<file path="config.mk">
export PLATFORM = sky130hd
export DESIGN_NAME = printer_parallel_port_glue
export DESIGN_NICKNAME = d
export VERILOG_FILES = /design/src/port_buffer.sv /design/src/printer_parallel_port_glue.sv
export SDC_FILE = /design/constraint.sdc
export NUM_CORES = 1
export LEC_CHECK = 0
export ABC_AREA = 1
export BUFFER_PORTS_ARGS = -buffer_cell sky130_fd_sc_hd__clkbuf_2
export CORE_UTILIZATION = 40
export DETAILED_ROUTE_END_ITERATION = 7
export PLACE_DENSITY_LB_ADDON = 0.2
export SYNTH_ARGS = -nofsm -noshare
export SYNTH_HDL_FRONTEND = slang
export SYNTH_SLANG_ARGS = --single-unit
</file>
<file path="constraint.sdc">
create_clock -name core_clk -period 4.65 [get_ports core_clk]
set_clock_uncertainty 0.05 [all_clocks]
set_input_delay 0.2325 -clock core_clk [delete_from_list [all_inputs] [get_ports core_clk]]
set_output_delay 0.2325 -clock core_clk [all_outputs]
set_load 0.02 [all_outputs]
</file>
<file path="src/port_buffer.sv">
/*
  Shared constants, carrier types and the small word buffer of the
  printer port. Assumes one clock, core_clk at 200 MHz, and a
  synchronous active-high reset.
*/
`default_nettype none

package printer_port_pkg;

  // ==========================================================
  // timing
  localparam int CLK_PERIOD_NS  = 5;
  localparam int SYS_TICK_NS    = 250;   // 4 MHz system clock period
  localparam int STROBE_NS      = 1000;
  localparam int FETCH_RESET_NS = 2000;
  localparam int TICK_CYCLES    =
    (SYS_TICK_NS + CLK_PERIOD_NS - 1) / CLK_PERIOD_NS;
  localparam int STROBE_TICKS   = STROBE_NS / SYS_TICK_NS;
  localparam int FETCH_RESET_CYCLES =
    (FETCH_RESET_NS + CLK_PERIOD_NS - 1) / CLK_PERIOD_NS;

  // ==========================================================
  // sizes
  localparam int DATA_W    = 8;
  localparam int BUF_DEPTH = 2;
  localparam int NUM_CH    = 2;
  localparam int CH_A      = 0;
  localparam int CH_B      = 1;

  // ==========================================================
  // control words
  localparam logic [1:0] MODE_OUT   = 2'h0;
  localparam logic [1:0] MODE_IN    = 2'h1;
  localparam logic [1:0] MODE_BIT   = 2'h3;
  localparam logic [3:0] CW_MODE_TAG = 4'hF;
  localparam logic [3:0] CW_INT_TAG  = 4'h7;
  localparam logic [3:0] CW_IEN_TAG  = 4'h3;
  localparam int CW_MODE_LSB      = 6;
  localparam int CW_IEN_BIT       = 7;
  localparam int CW_MASK_NEXT_BIT = 4;
  localparam int CW_VEC_BIT       = 0;
  localparam logic [7:0] MASK_RESET = 8'hFF;
  localparam logic [7:0] DIR_RESET  = 8'hFF;
  localparam logic [7:0] READ_CTRL  = 8'h00;
  localparam logic [7:0] BYTE_ZERO  = 8'h00;

  // ==========================================================
  // status byte layout
  localparam int ST_FAULT    = 0;
  localparam int ST_BUSY     = 1;
  localparam int ST_NO_PAPER = 2;
  localparam int ST_SELECTED = 3;
  localparam int ST_DSR      = 7;

  // ==========================================================
  // carriers and states
  typedef struct packed {
    logic       fetch_n;
    logic       ioreq_n;
    logic       rd_n;
    logic       cs_n;
    logic       a1;
    logic       a0;
    logic [7:0] data;
  } bus_pins_s;

  typedef struct packed {
    logic board_reset_n;
    logic ack_n;
    logic dsr_line;
    logic selected;
    logic no_paper;
    logic busy;
    logic fault_n;
  } line_pins_s;

  typedef enum logic [1:0] {CW_ANY, CW_DIR, CW_MASK} cw_state_e;
  typedef enum logic [1:0] {PR_IDLE, PR_STROBE, PR_ACK, PR_REL}
    pr_state_e;

endpackage

module port_buffer #(
  parameter int WIDTH = 8,
  parameter int DEPTH = 2
) (
  input  wire logic             core_clk,
  input  wire logic             rst,
  input  wire logic [WIDTH-1:0] in_data,
  input  wire logic             in_valid,
  output logic                  in_ready,
  output logic [WIDTH-1:0]      out_data,
  output logic                  out_valid,
  input  wire logic             out_ready
);
  localparam int AW = (DEPTH > 1) ? $clog2(DEPTH) : 1;

  if (DEPTH < 2 || WIDTH < 1) begin : g_bad
    $error("port_buffer: DEPTH must be 2 or more");
  end

  logic [WIDTH-1:0] mem_q [DEPTH];
  logic [AW-1:0]    wr_q;
  logic [AW-1:0]    rd_q;
  logic [AW:0]      cnt_q;
  logic             push;
  logic             pop;

  assign in_ready  = (cnt_q != (AW+1)'(DEPTH));
  assign out_valid = (cnt_q != '0);
  assign out_data  = mem_q[rd_q];
  assign push      = in_valid & in_ready;
  assign pop       = out_valid & out_ready;

  always_ff @(posedge core_clk) begin
    if (push) begin
      mem_q[wr_q] <= in_data;
    end
  end

  always_ff @(posedge core_clk) begin
    if (rst) begin
      wr_q  <= '0;
      rd_q  <= '0;
      cnt_q <= '0;
    end else begin
      if (push) begin
        wr_q <= (wr_q == AW'(DEPTH - 1)) ? '0 : wr_q + 1'b1;
      end
      if (pop) begin
        rd_q <= (rd_q == AW'(DEPTH - 1)) ? '0 : rd_q + 1'b1;
      end
      cnt_q <= cnt_q + (AW+1)'(push) - (AW+1)'(pop);
    end
  end

endmodule

`default_nettype wire

</file>
<file path="src/printer_parallel_port_glue.sv">
/*
  Printer port glue around a two-channel parallel I/O unit: channel A
  sends bytes to a parallel printer, channel B reads printer status.
  Assumes the processor bus and printer pins are asynchronous to
  core_clk; each is passed through two flip-flops before use.
*/
// Function
// - channel A is an output-only byte channel driving printer data
// - printer acknowledge feeds channel A strobe; A ready makes strobe
// - printer data strobe lasts 1 us, shaped by a shift register
// - channel A ready is delayed and stretched before reaching printer
// - channel B status: fault_n, busy, no paper, selected in bits 0-3
// - status bits 4 to 6 always read zero
// - status bit 7 shows serial port B DSR line, inverted
// - printer init follows board reset, no software control
// - peripheral fetch input low when fetch or board reset low
// - long low on fetch input resets the parallel unit
// - fetch active with read and I/O request idle means reset
// - fetch and I/O request both low is interrupt acknowledge
// - accesses happen only while chip select is low
// - address bit A0 selects channel A or B
// - address bit A1 selects control or data word
// - words move on the bus only with I/O request low, and select low too except in interrupt acknowledge
// - read input sets transfer direction
// - interrupt request output is open-drain, wire-or capable
`default_nettype none

module printer_parallel_port_glue #(
  parameter int FETCH_RESET_LEN = printer_port_pkg::FETCH_RESET_CYCLES,
  parameter int TICK_LEN        = printer_port_pkg::TICK_CYCLES
) (
  input  wire logic       core_clk,
  input  wire logic       rst,
  input  wire logic       fetch_cycle_n,
  input  wire logic       io_request_n,
  input  wire logic       read_n,
  input  wire logic       chip_select_n,
  input  wire logic       addr_a0,
  input  wire logic       addr_a1,
  input  wire logic [7:0] cpu_data_in,
  output logic [7:0]      cpu_data_out,
  output logic            cpu_data_oe,
  output logic            bus_wait_n,
  input  wire logic       board_reset_n,
  output logic            periph_fetch_n,
  output logic            printer_init_n,
  output logic [7:0]      printer_data,
  output logic            printer_strobe_n,
  input  wire logic       first_channel_ack_in_n,
  input  wire logic       printer_fault_n,
  input  wire logic       printer_busy,
  input  wire logic       printer_no_paper,
  input  wire logic       printer_selected,
  input  wire logic       serial_b_dsr_line,
  output logic            irq_n_out,
  output logic            irq_n_oe
);
  import printer_port_pkg::*;

  localparam int FW = $clog2(FETCH_RESET_LEN + 1);
  localparam int TW = $clog2(TICK_LEN + 1);

  if (FETCH_RESET_LEN < 2 || TICK_LEN < 1 || STROBE_TICKS < 1)
  begin : g_bad
    $error("printer port: counts too small");
  end

  // ==========================================================
  // input synchronisers
  bus_pins_s  bus_m_q;
  bus_pins_s  bus_s_q;
  line_pins_s ln_m_q;
  line_pins_s ln_s_q;

  always_ff @(posedge core_clk) begin
    bus_m_q <= {fetch_cycle_n, io_request_n, read_n, chip_select_n,
                addr_a1, addr_a0, cpu_data_in};
    bus_s_q <= bus_m_q;
    ln_m_q  <= {board_reset_n, first_channel_ack_in_n,
                serial_b_dsr_line, printer_selected, printer_no_paper,
                printer_busy, printer_fault_n};
    ln_s_q  <= ln_m_q;
  end

  // ==========================================================
  // combined fetch / reset line
  logic          fetch_comb_n;
  logic          reset_cond;
  logic [FW-1:0] fetch_cnt_q;
  logic          fetch_rst_q;
  logic          unit_rst;

  assign fetch_comb_n = bus_s_q.fetch_n & ln_s_q.board_reset_n;

  always_ff @(posedge core_clk) begin
    if (rst) begin
      periph_fetch_n <= 1'b0;
      printer_init_n <= 1'b0;
    end else begin
      periph_fetch_n <= fetch_comb_n;
      printer_init_n <= ln_s_q.board_reset_n;
    end
  end

  // a normal fetch always carries read or I/O request, so only a
  // bare low that outlasts the limit is taken as reset
  assign reset_cond = ~fetch_comb_n & bus_s_q.rd_n & bus_s_q.ioreq_n;

  always_ff @(posedge core_clk) begin
    if (rst) begin
      fetch_cnt_q <= '0;
      fetch_rst_q <= 1'b0;
    end else if (reset_cond) begin
      if (fetch_cnt_q != FW'(FETCH_RESET_LEN - 1)) begin
        fetch_cnt_q <= fetch_cnt_q + 1'b1;
      end else begin
        fetch_rst_q <= 1'b1;
      end
    end else begin
      fetch_cnt_q <= '0;
      fetch_rst_q <= 1'b0;
    end
  end

  assign unit_rst = rst | fetch_rst_q;

  // ==========================================================
  // bus decode
  logic io_sel;
  logic int_ack;
  logic acc_q;
  logic ack_cyc_q;
  logic acc_start;
  logic wr_start;
  logic ch_b;
  logic is_ctrl;

  assign io_sel    = ~bus_s_q.ioreq_n & ~bus_s_q.cs_n
                   & fetch_comb_n;
  assign int_ack   = ~fetch_comb_n & ~bus_s_q.ioreq_n;
  assign acc_start = io_sel & ~acc_q;
  assign wr_start  = acc_start & bus_s_q.rd_n;
  assign ch_b      = bus_s_q.a0;
  assign is_ctrl   = bus_s_q.a1;

  always_ff @(posedge core_clk) begin
    if (unit_rst) begin
      acc_q     <= 1'b0;
      ack_cyc_q <= 1'b0;
    end else begin
      acc_q     <= io_sel;
      ack_cyc_q <= int_ack;
    end
  end

  // ==========================================================
  // status byte
  logic [7:0] status_byte;

  always_comb begin
    status_byte              = BYTE_ZERO;
    status_byte[ST_FAULT]    = ln_s_q.fault_n;
    status_byte[ST_BUSY]     = ln_s_q.busy;
    status_byte[ST_NO_PAPER] = ln_s_q.no_paper;
    status_byte[ST_SELECTED] = ln_s_q.selected;
    status_byte[ST_DSR]      = ~ln_s_q.dsr_line;
  end

  // ==========================================================
  // per-channel control words and interrupt flags
  cw_state_e   cw_q     [NUM_CH];
  logic [1:0]  mode_q   [NUM_CH];
  logic        irq_en_q [NUM_CH];
  logic [7:0]  mask_q   [NUM_CH];
  logic [7:0]  dir_q    [NUM_CH];
  logic [7:0]  vector_q [NUM_CH];
  logic [NUM_CH-1:0] pend_q;
  logic [NUM_CH-1:0] evt;
  logic        ack_take;
  logic        srv_q;
  logic        ack_own_q;
  pr_state_e   pr_q;
  logic        b_hit;
  logic        b_hit_q;
  logic [7:0]  d;

  assign d        = bus_s_q.data;
  assign b_hit    = |(status_byte & ~mask_q[CH_B] & dir_q[CH_B]);
  assign ack_take = int_ack & ~ack_cyc_q & (|pend_q);
  assign evt[CH_A] = (pr_q == PR_REL) & ln_s_q.ack_n & irq_en_q[CH_A];
  assign evt[CH_B] = b_hit & ~b_hit_q & irq_en_q[CH_B]
                   & (mode_q[CH_B] == MODE_BIT);

  for (genvar c = 0; c < NUM_CH; c++) begin : g_ch
    logic wr_ctl;
    logic srv_me;

    assign wr_ctl = wr_start & is_ctrl & (ch_b == 1'(c));
    assign srv_me = ack_take & (pend_q[CH_A] ? (c == CH_A) : (c == CH_B));

    always_ff @(posedge core_clk) begin
      if (unit_rst) begin
        cw_q[c]     <= CW_ANY;
        mode_q[c]   <= MODE_IN;
        irq_en_q[c] <= 1'b0;
        mask_q[c]   <= MASK_RESET;
        dir_q[c]    <= DIR_RESET;
        vector_q[c] <= BYTE_ZERO;
      end else if (wr_ctl) begin
        case (cw_q[c])
          CW_DIR: begin
            dir_q[c] <= d;
            cw_q[c]  <= CW_ANY;
          end
          CW_MASK: begin
            mask_q[c] <= d;
            cw_q[c]   <= CW_ANY;
          end
          CW_ANY: begin
            if (!d[CW_VEC_BIT]) begin
              vector_q[c] <= d;
            end else if (d[3:0] == CW_MODE_TAG) begin
              mode_q[c] <= d[CW_MODE_LSB +: 2];
              if (d[CW_MODE_LSB +: 2] == MODE_BIT) begin
                cw_q[c] <= CW_DIR;
              end
            end else if (d[3:0] == CW_INT_TAG) begin
              irq_en_q[c] <= d[CW_IEN_BIT];
              if (d[CW_MASK_NEXT_BIT]) begin
                cw_q[c] <= CW_MASK;
              end
            end else if (d[3:0] == CW_IEN_TAG) begin
              irq_en_q[c] <= d[CW_IEN_BIT];
            end
          end
          default: begin
            cw_q[c] <= CW_ANY;
          end
        endcase
      end
    end

    // a new event in the acknowledge cycle stays pending
    always_ff @(posedge core_clk) begin
      if (unit_rst) begin
        pend_q[c] <= 1'b0;
      end else begin
        pend_q[c] <= evt[c] | (pend_q[c] & ~srv_me);
      end
    end
  end

  always_ff @(posedge core_clk) begin
    if (unit_rst) begin
      b_hit_q   <= 1'b0;
      srv_q     <= 1'b0;
      ack_own_q <= 1'b0;
    end else begin
      b_hit_q <= b_hit;
      if (ack_take) begin
        srv_q     <= ~pend_q[CH_A];
        ack_own_q <= 1'b1;
      end else if (!int_ack) begin
        ack_own_q <= 1'b0;
      end
    end
  end

  always_ff @(posedge core_clk) begin
    if (unit_rst) begin
      irq_n_out <= 1'b0;
      irq_n_oe  <= 1'b0;
    end else begin
      irq_n_out <= 1'b0;
      irq_n_oe  <= |pend_q;
    end
  end

  // ==========================================================
  // channel A data and word buffer
  logic       wr_a_data;
  logic [7:0] a_data_q;
  logic       push_q;
  logic       buf_in_ready;
  logic [7:0] buf_data;
  logic       buf_valid;
  logic       buf_take;

  assign wr_a_data = wr_start & ~is_ctrl & ~ch_b
                   & (mode_q[CH_A] == MODE_OUT);

  always_ff @(posedge core_clk) begin
    if (unit_rst) begin
      a_data_q   <= BYTE_ZERO;
      push_q     <= 1'b0;
      bus_wait_n <= 1'b1;
    end else begin
      if (wr_a_data) begin
        a_data_q <= d;
      end
      push_q     <= wr_a_data | (push_q & ~buf_in_ready);
      // stalls the processor while a word waits for buffer room
      bus_wait_n <= ~(push_q & ~buf_in_ready);
    end
  end

  port_buffer #(
    .WIDTH (DATA_W),
    .DEPTH (BUF_DEPTH)
  ) u_buf (
    .core_clk  (core_clk),
    .rst       (unit_rst),
    .in_data   (a_data_q),
    .in_valid  (push_q),
    .in_ready  (buf_in_ready),
    .out_data  (buf_data),
    .out_valid (buf_valid),
    .out_ready (buf_take)
  );

  // ==========================================================
  // printer handshake and strobe stretcher
  logic [TW-1:0]         tick_cnt_q;
  logic                  tick;
  logic [STROBE_TICKS:0] sr_q;
  logic                  ready_q;
  logic                  strobe_on;

  assign tick      = (tick_cnt_q == TW'(TICK_LEN - 1));
  assign buf_take  = (pr_q == PR_IDLE);
  assign strobe_on = sr_q[0] & ~sr_q[STROBE_TICKS];

  always_ff @(posedge core_clk) begin
    if (unit_rst) begin
      tick_cnt_q <= '0;
    end else begin
      tick_cnt_q <= tick ? '0 : tick_cnt_q + 1'b1;
    end
  end

  always_ff @(posedge core_clk) begin
    if (unit_rst) begin
      pr_q         <= PR_IDLE;
      ready_q      <= 1'b0;
      sr_q         <= '0;
      printer_data <= BYTE_ZERO;
    end else begin
      case (pr_q)
        PR_IDLE: begin
          if (buf_valid) begin
            printer_data <= buf_data;
            ready_q      <= 1'b1;
            sr_q         <= '0;
            pr_q         <= PR_STROBE;
          end
        end
        PR_STROBE: begin
          if (tick) begin
            sr_q <= {sr_q[STROBE_TICKS-1:0], ready_q};
          end
          if (sr_q[STROBE_TICKS]) begin
            pr_q <= PR_ACK;
          end
        end
        PR_ACK: begin
          if (!ln_s_q.ack_n) begin
            ready_q <= 1'b0;
            pr_q    <= PR_REL;
          end
        end
        PR_REL: begin
          if (ln_s_q.ack_n) begin
            pr_q <= PR_IDLE;
          end
        end
        default: begin
          pr_q <= PR_IDLE;
        end
      endcase
    end
  end

  always_ff @(posedge core_clk) begin
    if (unit_rst) begin
      printer_strobe_n <= 1'b1;
    end else begin
      printer_strobe_n <= ~strobe_on;
    end
  end

  // ==========================================================
  // processor read data
  always_ff @(posedge core_clk) begin
    if (unit_rst) begin
      cpu_data_oe  <= 1'b0;
      cpu_data_out <= BYTE_ZERO;
    end else if (int_ack && (ack_own_q || ack_take)) begin
      cpu_data_oe  <= 1'b1;
      cpu_data_out <= ack_own_q ? vector_q[srv_q]
                    : vector_q[~pend_q[CH_A]];
    end else if (io_sel && !bus_s_q.rd_n) begin
      cpu_data_oe <= 1'b1;
      if (is_ctrl) begin
        cpu_data_out <= READ_CTRL;
      end else if (ch_b) begin
        cpu_data_out <= status_byte;
      end else begin
        cpu_data_out <= a_data_q;
      end
    end else begin
      cpu_data_oe  <= 1'b0;
      cpu_data_out <= BYTE_ZERO;
    end
  end

endmodule

`default_nettype wire

</file>
After elaboration in Yosys (flattened, before gate mapping)
Memory sizes are Yosys's and may differ from the RTL's. A register that Yosys moved wholly into a read port is not among the register bits.
Cells that the tools add are included.
{"block": "totals", "output_inout_bits": 23, "mem_count": 7, "in_bits": 23, "word_cells": 324, "ramBits": 74, "regBits": 100}
{"memory": "dir_q", "words": 2, "word_bits": 8, "rd": 1, "rd_clocked_by_memory_dff": 0, "write_ports": 2, "line": "printer_parallel_port_glue.sv:175", "source": "logic [7:0] dir_q [NUM_CH];"}
{"memory": "mask_q", "words": 2, "word_bits": 8, "rd": 1, "rd_clocked_by_memory_dff": 0, "write_ports": 2, "line": "printer_parallel_port_glue.sv:174", "source": "logic [7:0] mask_q [NUM_CH];"}
{"memory": "u_buf.mem_q", "words": 2, "word_bits": 8, "rd": 1, "rd_clocked_by_memory_dff": 1, "write_ports": 1, "line": "port_buffer.sv:102", "source": "logic [WIDTH-1:0] mem_q [DEPTH];"}
{"memory": "vector_q", "words": 2, "word_bits": 8, "rd": 2, "rd_clocked_by_memory_dff": 1, "write_ports": 2, "line": "printer_parallel_port_glue.sv:176", "source": "logic [7:0] vector_q [NUM_CH];"}
{"memory": "cw_q", "words": 2, "word_bits": 2, "rd": 2, "rd_clocked_by_memory_dff": 0, "write_ports": 2, "line": "printer_parallel_port_glue.sv:171", "source": "cw_state_e cw_q [NUM_CH];"}
{"memory": "mode_q", "words": 2, "word_bits": 2, "rd": 2, "rd_clocked_by_memory_dff": 0, "write_ports": 2, "line": "printer_parallel_port_glue.sv:172", "source": "logic [1:0] mode_q [NUM_CH];"}
{"memory": "+1 memories"}
{"block": "classes", "n_mux": 141, "n_bitwise": 75, "n_eq_ne": 21, "n_reduce_logical": 21, "n_addsub": 6}
{"operator": "two-way mux 1 bit", "count": 109}
{"operator": "two-way mux 8 bit", "count": 11}
{"operator": "two-way mux 2 bit", "count": 16}
{"operator": "bitwise AND 1 bit", "count": 29}
{"operator": "OR 1 bit", "count": 26}
{"operator": "inverter 1 bit", "count": 17}
{"operator": "bitwise AND 8 bit", "count": 2}
{"operator": "equality test 2 bit (second input constant)", "count": 6}
{"operator": "two-way mux 5 bit", "count": 2}
{"operator": "!= test 2 bit (second input constant)", "count": 5}
{"operator": "case mux 5 bit (2 select lines)", "count": 1}
{"operator": "adder 9 x 1 -> 9 bit (second input constant)", "count": 1}
{"operator": "!= test 9 bit (second input constant)", "count": 1}
{"operator": "zero test 2 bit", "count": 4}
{"operator": "inverter 8 bit", "count": 1}
{"operator": "case mux 2 bit (4 select lines)", "count": 1}
{"operator": "OR reduction 8 bit", "count": 1}
{"operator": "adder 6 x 1 -> 6 bit (second input constant)", "count": 1}
{"operator": "equality test 2 x 1 -> 1 bit (second input constant)", "count": 3}
{"operator": "equality test 6 bit (second input constant)", "count": 1}
{"operator": "AND reduction 3 bit", "count": 2}
{"operator": "nonzero test 2 bit", "count": 3}
{"operator": "OR reduction 2 bit", "count": 3}
{"operator": "OR reduction 3 bit", "count": 2}
{"operator": "13 further kinds", "count": 16}

Depth between registers and ports, before layout
{"block": "logic_depth", "word_depth": 15, "ltp_mapped": 11, "ltp_nobuf": 10}

By module
Synthesis repeated with hierarchy kept, for this count alone.
{"block": "hier_totals", "cells_unflattened": 624, "hier_area_um2": 6060.8}
{"mod": "printer_parallel_port_glue", "instances": 1, "area_each_um2": 5222.5, "cells_each": 563}
{"mod": "port_buffer", "instances": 1, "area_each_um2": 838.3, "cells_each": 61}

Worst setup path after synthesis
Ideal clock, no wire load.
{"block": "synth_timing", "path_kind": "register -> register", "start": "register pr_q[0]", "end": "register u_buf.cnt_q[1]", "path_stages_with_launch": 12, "synth_period_minus_slack_ns": 2.083, "setup_ns": 0.122, "arrival_time_ns": 1.911, "required_ns": 4.478, "path_slack_ns": 2.567, "path_buffers": 1, "path_cell_list": "dfxtp_1 -> inv_1 -> ha_1 -> o21ai_0 -> inv_1 -> buf_2 -> ha_1 -> inv_1 -> ha_1 -> xor2_1 -> o21ai_0 -> a21oi_1"}
{"block": "synth_via", "elab_chain_len": 3}
{"item": "start: declaration", "line": "printer_parallel_port_glue.sv:182", "source": "pr_state_e pr_q;"}
{"item": "start signal: assignment", "line": "printer_parallel_port_glue.sv:343", "source": "pr_q <= PR_IDLE;"}
{"item": "start signal: assignment", "line": "printer_parallel_port_glue.sv:354", "source": "pr_q <= PR_STROBE;"}
{"item": "start signal: assignment", "line": "printer_parallel_port_glue.sv:362", "source": "pr_q <= PR_ACK;"}
{"item": "zero test 2 bit", "line": "printer_parallel_port_glue.sv:330", "source": "assign buf_take = (pr_q == PR_IDLE);"}
{"item": "bitwise AND 1 bit", "line": "port_buffer.sv:113", "source": "assign pop = out_valid & out_ready;"}
{"item": "via u_buf.pop", "line": "port_buffer.sv:107", "source": "logic pop;"}
{"item": "subtractor 2 x 1 -> 2 bit", "line": "port_buffer.sv:133", "source": "cnt_q <= cnt_q + (AW+1)'(push) - (AW+1)'(pop);"}
{"item": "end signal: assignment", "line": "port_buffer.sv:133"}
{"item": "end: declaration", "line": "port_buffer.sv:105", "source": "logic [AW:0] cnt_q;"}
The timed path passes the listed nets, and every way through them passes these cells.
A chain may end at the register's enable or synchronous reset.

Worst setup path after layout
{"block": "layout_timing", "start": "register pr_q[0]", "end": "register u_buf.cnt_q[1]"}
{"block": "layout_via", "elab_chain_len": 3}
{"item": "zero test 2 bit", "line": "printer_parallel_port_glue.sv:330"}
{"item": "bitwise AND 1 bit", "line": "port_buffer.sv:113"}
{"item": "subtractor 2 x 1 -> 2 bit", "line": "port_buffer.sv:133"}
No other way between the ends.

==> flow_summary.yaml <==
run_status:
  status: "finished, final reports clean"
clocking:
  path_clk_slew_ns: 0.06
  numCtsBuffers: 17
  cts_tree: "done"
  cts_buffer_depth: 2
  cts_setup_buffers: 0
  cts_root_buf: "clkbuf_16"
  htreeDepth: 4
  cts.sinks: 161
  insertion_delay_ns: 0.42
global_route:
  overflow: 0
  first_global_vias: 3945
  antenna_found_initial: 0
  gr-usage-all-layers_pct: 17.1
  grt_max_degree: 47
  grt_pass1_wl_um: 19200
sta:
  period_minus_slack_ns: 2.35
  max_freq_mhz: 425
  finalSetupViolCount: 0
  tns_ns: 0
  period_share_pct: 50.5
  finalHoldViolCount: 0
  maxSlewHeadroom_pct: 21.8
  holdWs_ns: 0.274
  worst_pin_slew_ns: 1.16
  slew_violations: 0
  rsz0062_at_grt: "no"
  fin_ws_ns: 2.30
drt:
  antenna_left: 0
  routed_via_density: 4.83
  drcViolationCount: 0
  firstDrtPassIters: 5
  wl_per_cell_um: 13.8
  wl_um: 12200
  dr_total_vias: 4286
  dr.first_iter.drc_count: 310
power_and_ir_drop:
  intPower_uw: 2650
  clockPowerShare_pct: 40.5
  p_leak_uw: 0.00293
  seq_power_share_pct: 45.6
  vdd_drop_max_mv: 0.262
  powerDensity_nw_per_um2: 495
  pwr-share-comb_pct: 13.8
  swShare_pct: 25.7
  power.switching_uw: 916
critical_path:
  arrival_ns: 2.65
  r2r-start: "pr_q[0]"
  path_max_fanout: 17
  cp.required_ns: 4.95
  r2r_end: "u_buf.cnt_q[1]"
  rrSetupSlack_ns: 2.30
  rr_worst_depth: 10
  critical_path_class: "flip-flop to flip-flop"
  cpMaxStageDelayCell: "dfxtp_1"
  critPathBufInv: 3
  path_cells: "inv_1 > ha_1 > o21ai_0 > inv_1 > ha_1 > inv_1 > ha_1 > xor2_1 > o21ai_0 > a21oi_1"
  cpPeakStageDelay_ns: 0.40
  crit_path_end_kind: "flip-flop"
  crit_path_start_kind: "flip-flop"
  path_delay_family: "adder cells"
place:
  hpwl_um: 8690
  pre_cts_ws_ns: 2.34
  io_buffers: 44
  dp.cells: 834
  gp_congestion: 0.897
synth:
  synth_top_flop_cell: "dfxtp_1"
  synth-edff-count: 52
  synth-seq-cells: 161
  synthArstFlopShare_pct: 0
  synth_cell_types: 37
  netlist_area_um2: 5960
  yosys_warnings: 0
  syn_inst: 617
  avgSynthCellArea_um2: 9.65
  synth-seq-area-share_pct: 62.8
layout:
  layout_commonest_cell: "dfxtp_1"
  final_cells: 887
  seqCellArea_um2: 3740
  nFillCells: 1383
  syn2layout_area_growth_pct: 20.9
  nets: 724
  final_cell_mix: "dfxtp_1 (109), nor2_1 (101), nand2_1 (91), inv_1 (60), edfxtp_1 (52)"
  diodes: 0
  drive_above_1_share_pct: 13.8
  multi_input_area_um2: 1900
min_path:
  hold_path_depth: 0
  hold_path_class: "flip-flop to flip-flop"
  hold_path.startpoint: "ln_m_q[3]"
  whs_endpoint: "ln_s_q[3]"
die:
  io_pins: 46
  core_um2: 14500
  fp.dieArea_um2: 15400
  rows: 44
  die_y_um: 124
  start_util_pct: 41.0
  die_width_um: 124
run:
  cap_violations: 0
[logic make-up after synthesis]
kind of cell | after synthesis | share of synthesized area (%)
buf+inv | 82 | 5.36
other cells | 1 | 0.0630
flops | 161 | 62.8
fa+ha+maj | 10 | 2.10
compound gates | 101 | 9.43
simple gates | 255 | 19.2
xor+xnor | 7 | 1.03
[timing repair]
item | in CTS | in global routing
hold endpoints to repair | 23 | 0
gates resized for setup | 0 | 0
setup endpoints to repair | 0 | 0
hold buffers | 22 | 0
[registers in the layout, indices dropped and copies added, names as in the netlist, 7 cells and up, named ones only]
| signal | cells |
|---|---|
| fetch_cnt_q | 9 |
| vector_q | 16 |
| d | 8 |
| ln_m_q | 7 |
| ln_s_q | 7 |
| a_data_q | 8 |
| cpu_data_out | 8 |
| printer_data | 8 |
| bus_m_q | 14 |
| u_buf.mem_q | 16 |
[Yosys cell counts, drive strengths merged, types with 3 or more instances]
| cell type | count | area [um^2] |
|---|---|---|
| a31oi | 8 | 50.1 |
| o22ai | 6 | 37.5 |
| nand4 | 18 | 113 |
| inv | 66 | 248 |
| ha | 10 | 125 |
| nand2 | 94 | 365 |
| nor3b | 3 | 22.5 |
| nand3 | 21 | 130 |
| nor2 | 108 | 440 |
| xor2 | 4 | 35.0 |
| buf | 7 | 37.5 |
| dfxtp | 109 | 2180 |
| o21ai | 52 | 272 |
| or2 | 4 | 25.0 |
| o2111ai | 5 | 43.8 |
| edfxtp | 52 | 1560 |
| clkbuf | 7 | 26.3 |
| nor3 | 4 | 25.0 |
| xnor2 | 3 | 26.3 |
| a21oi | 28 | 144 |
[cell type report]
type / count / area share, %
clock inverters: 10 / 2.17
well taps: 184 / 3.20
clock buffers: 21 / 6.41
repair buffers: 67 / 6.22
multi-input cells: 376 / 26.5
flip-flops and latches: 161 / 52.0
inverters: 68 / 3.55
[through the flow]
stage	util, %	power, uW	instance area [um^2]
after floorplan	-	2000	5960
after CTS	49.5	3600	7200
after global routing	49.5	3750	7200
after global placement	43.8	2110	6360
after detailed placement	43.8	2130	6360
final	49.5	3570	7200
[routing by layer]
layer	part of all wire [%]	routed length, um	track usage [%]
met1	46	5640	20.6
met5	0	0	0
met3	4.1	503	5.22
met2	49	5990	28.4
met4	0.58	71	6.62
[power groups by stage]
| stage | combinational, uW | sequential, uW | clock (uW) |
|---|---|---|---|
| 2_1_floorplan | 324 | 1680 | 0 |
| 3_3_place_gp | 463 | 1650 | 0 |
| 6_report | 494 | 1630 | 1450 |
| 4_1_cts | 496 | 1630 | 1470 |
| 3_5_place_dp | 475 | 1660 | 0 |
| 5_1_grt | 572 | 1640 | 1530 |
[worst max-delay path by stage]
stage,startpoint,to,slack (ns),cells past startpoint
finish,pr_q[0],u_buf.cnt_q[1],2.30,10
global route,pr_q[0],u_buf.cnt_q[1],2.08,10
CTS,pr_q[0],u_buf.cnt_q[1],2.31,10
detailed placement,pr_q[0],u_buf.cnt_q[1],2.34,10
global placement,ch_b,vector_q[1][7],2.46,4
floorplan,pr_q[0],u_buf.cnt_q[1],2.57,11
Power figures use the tool's default switching activity.
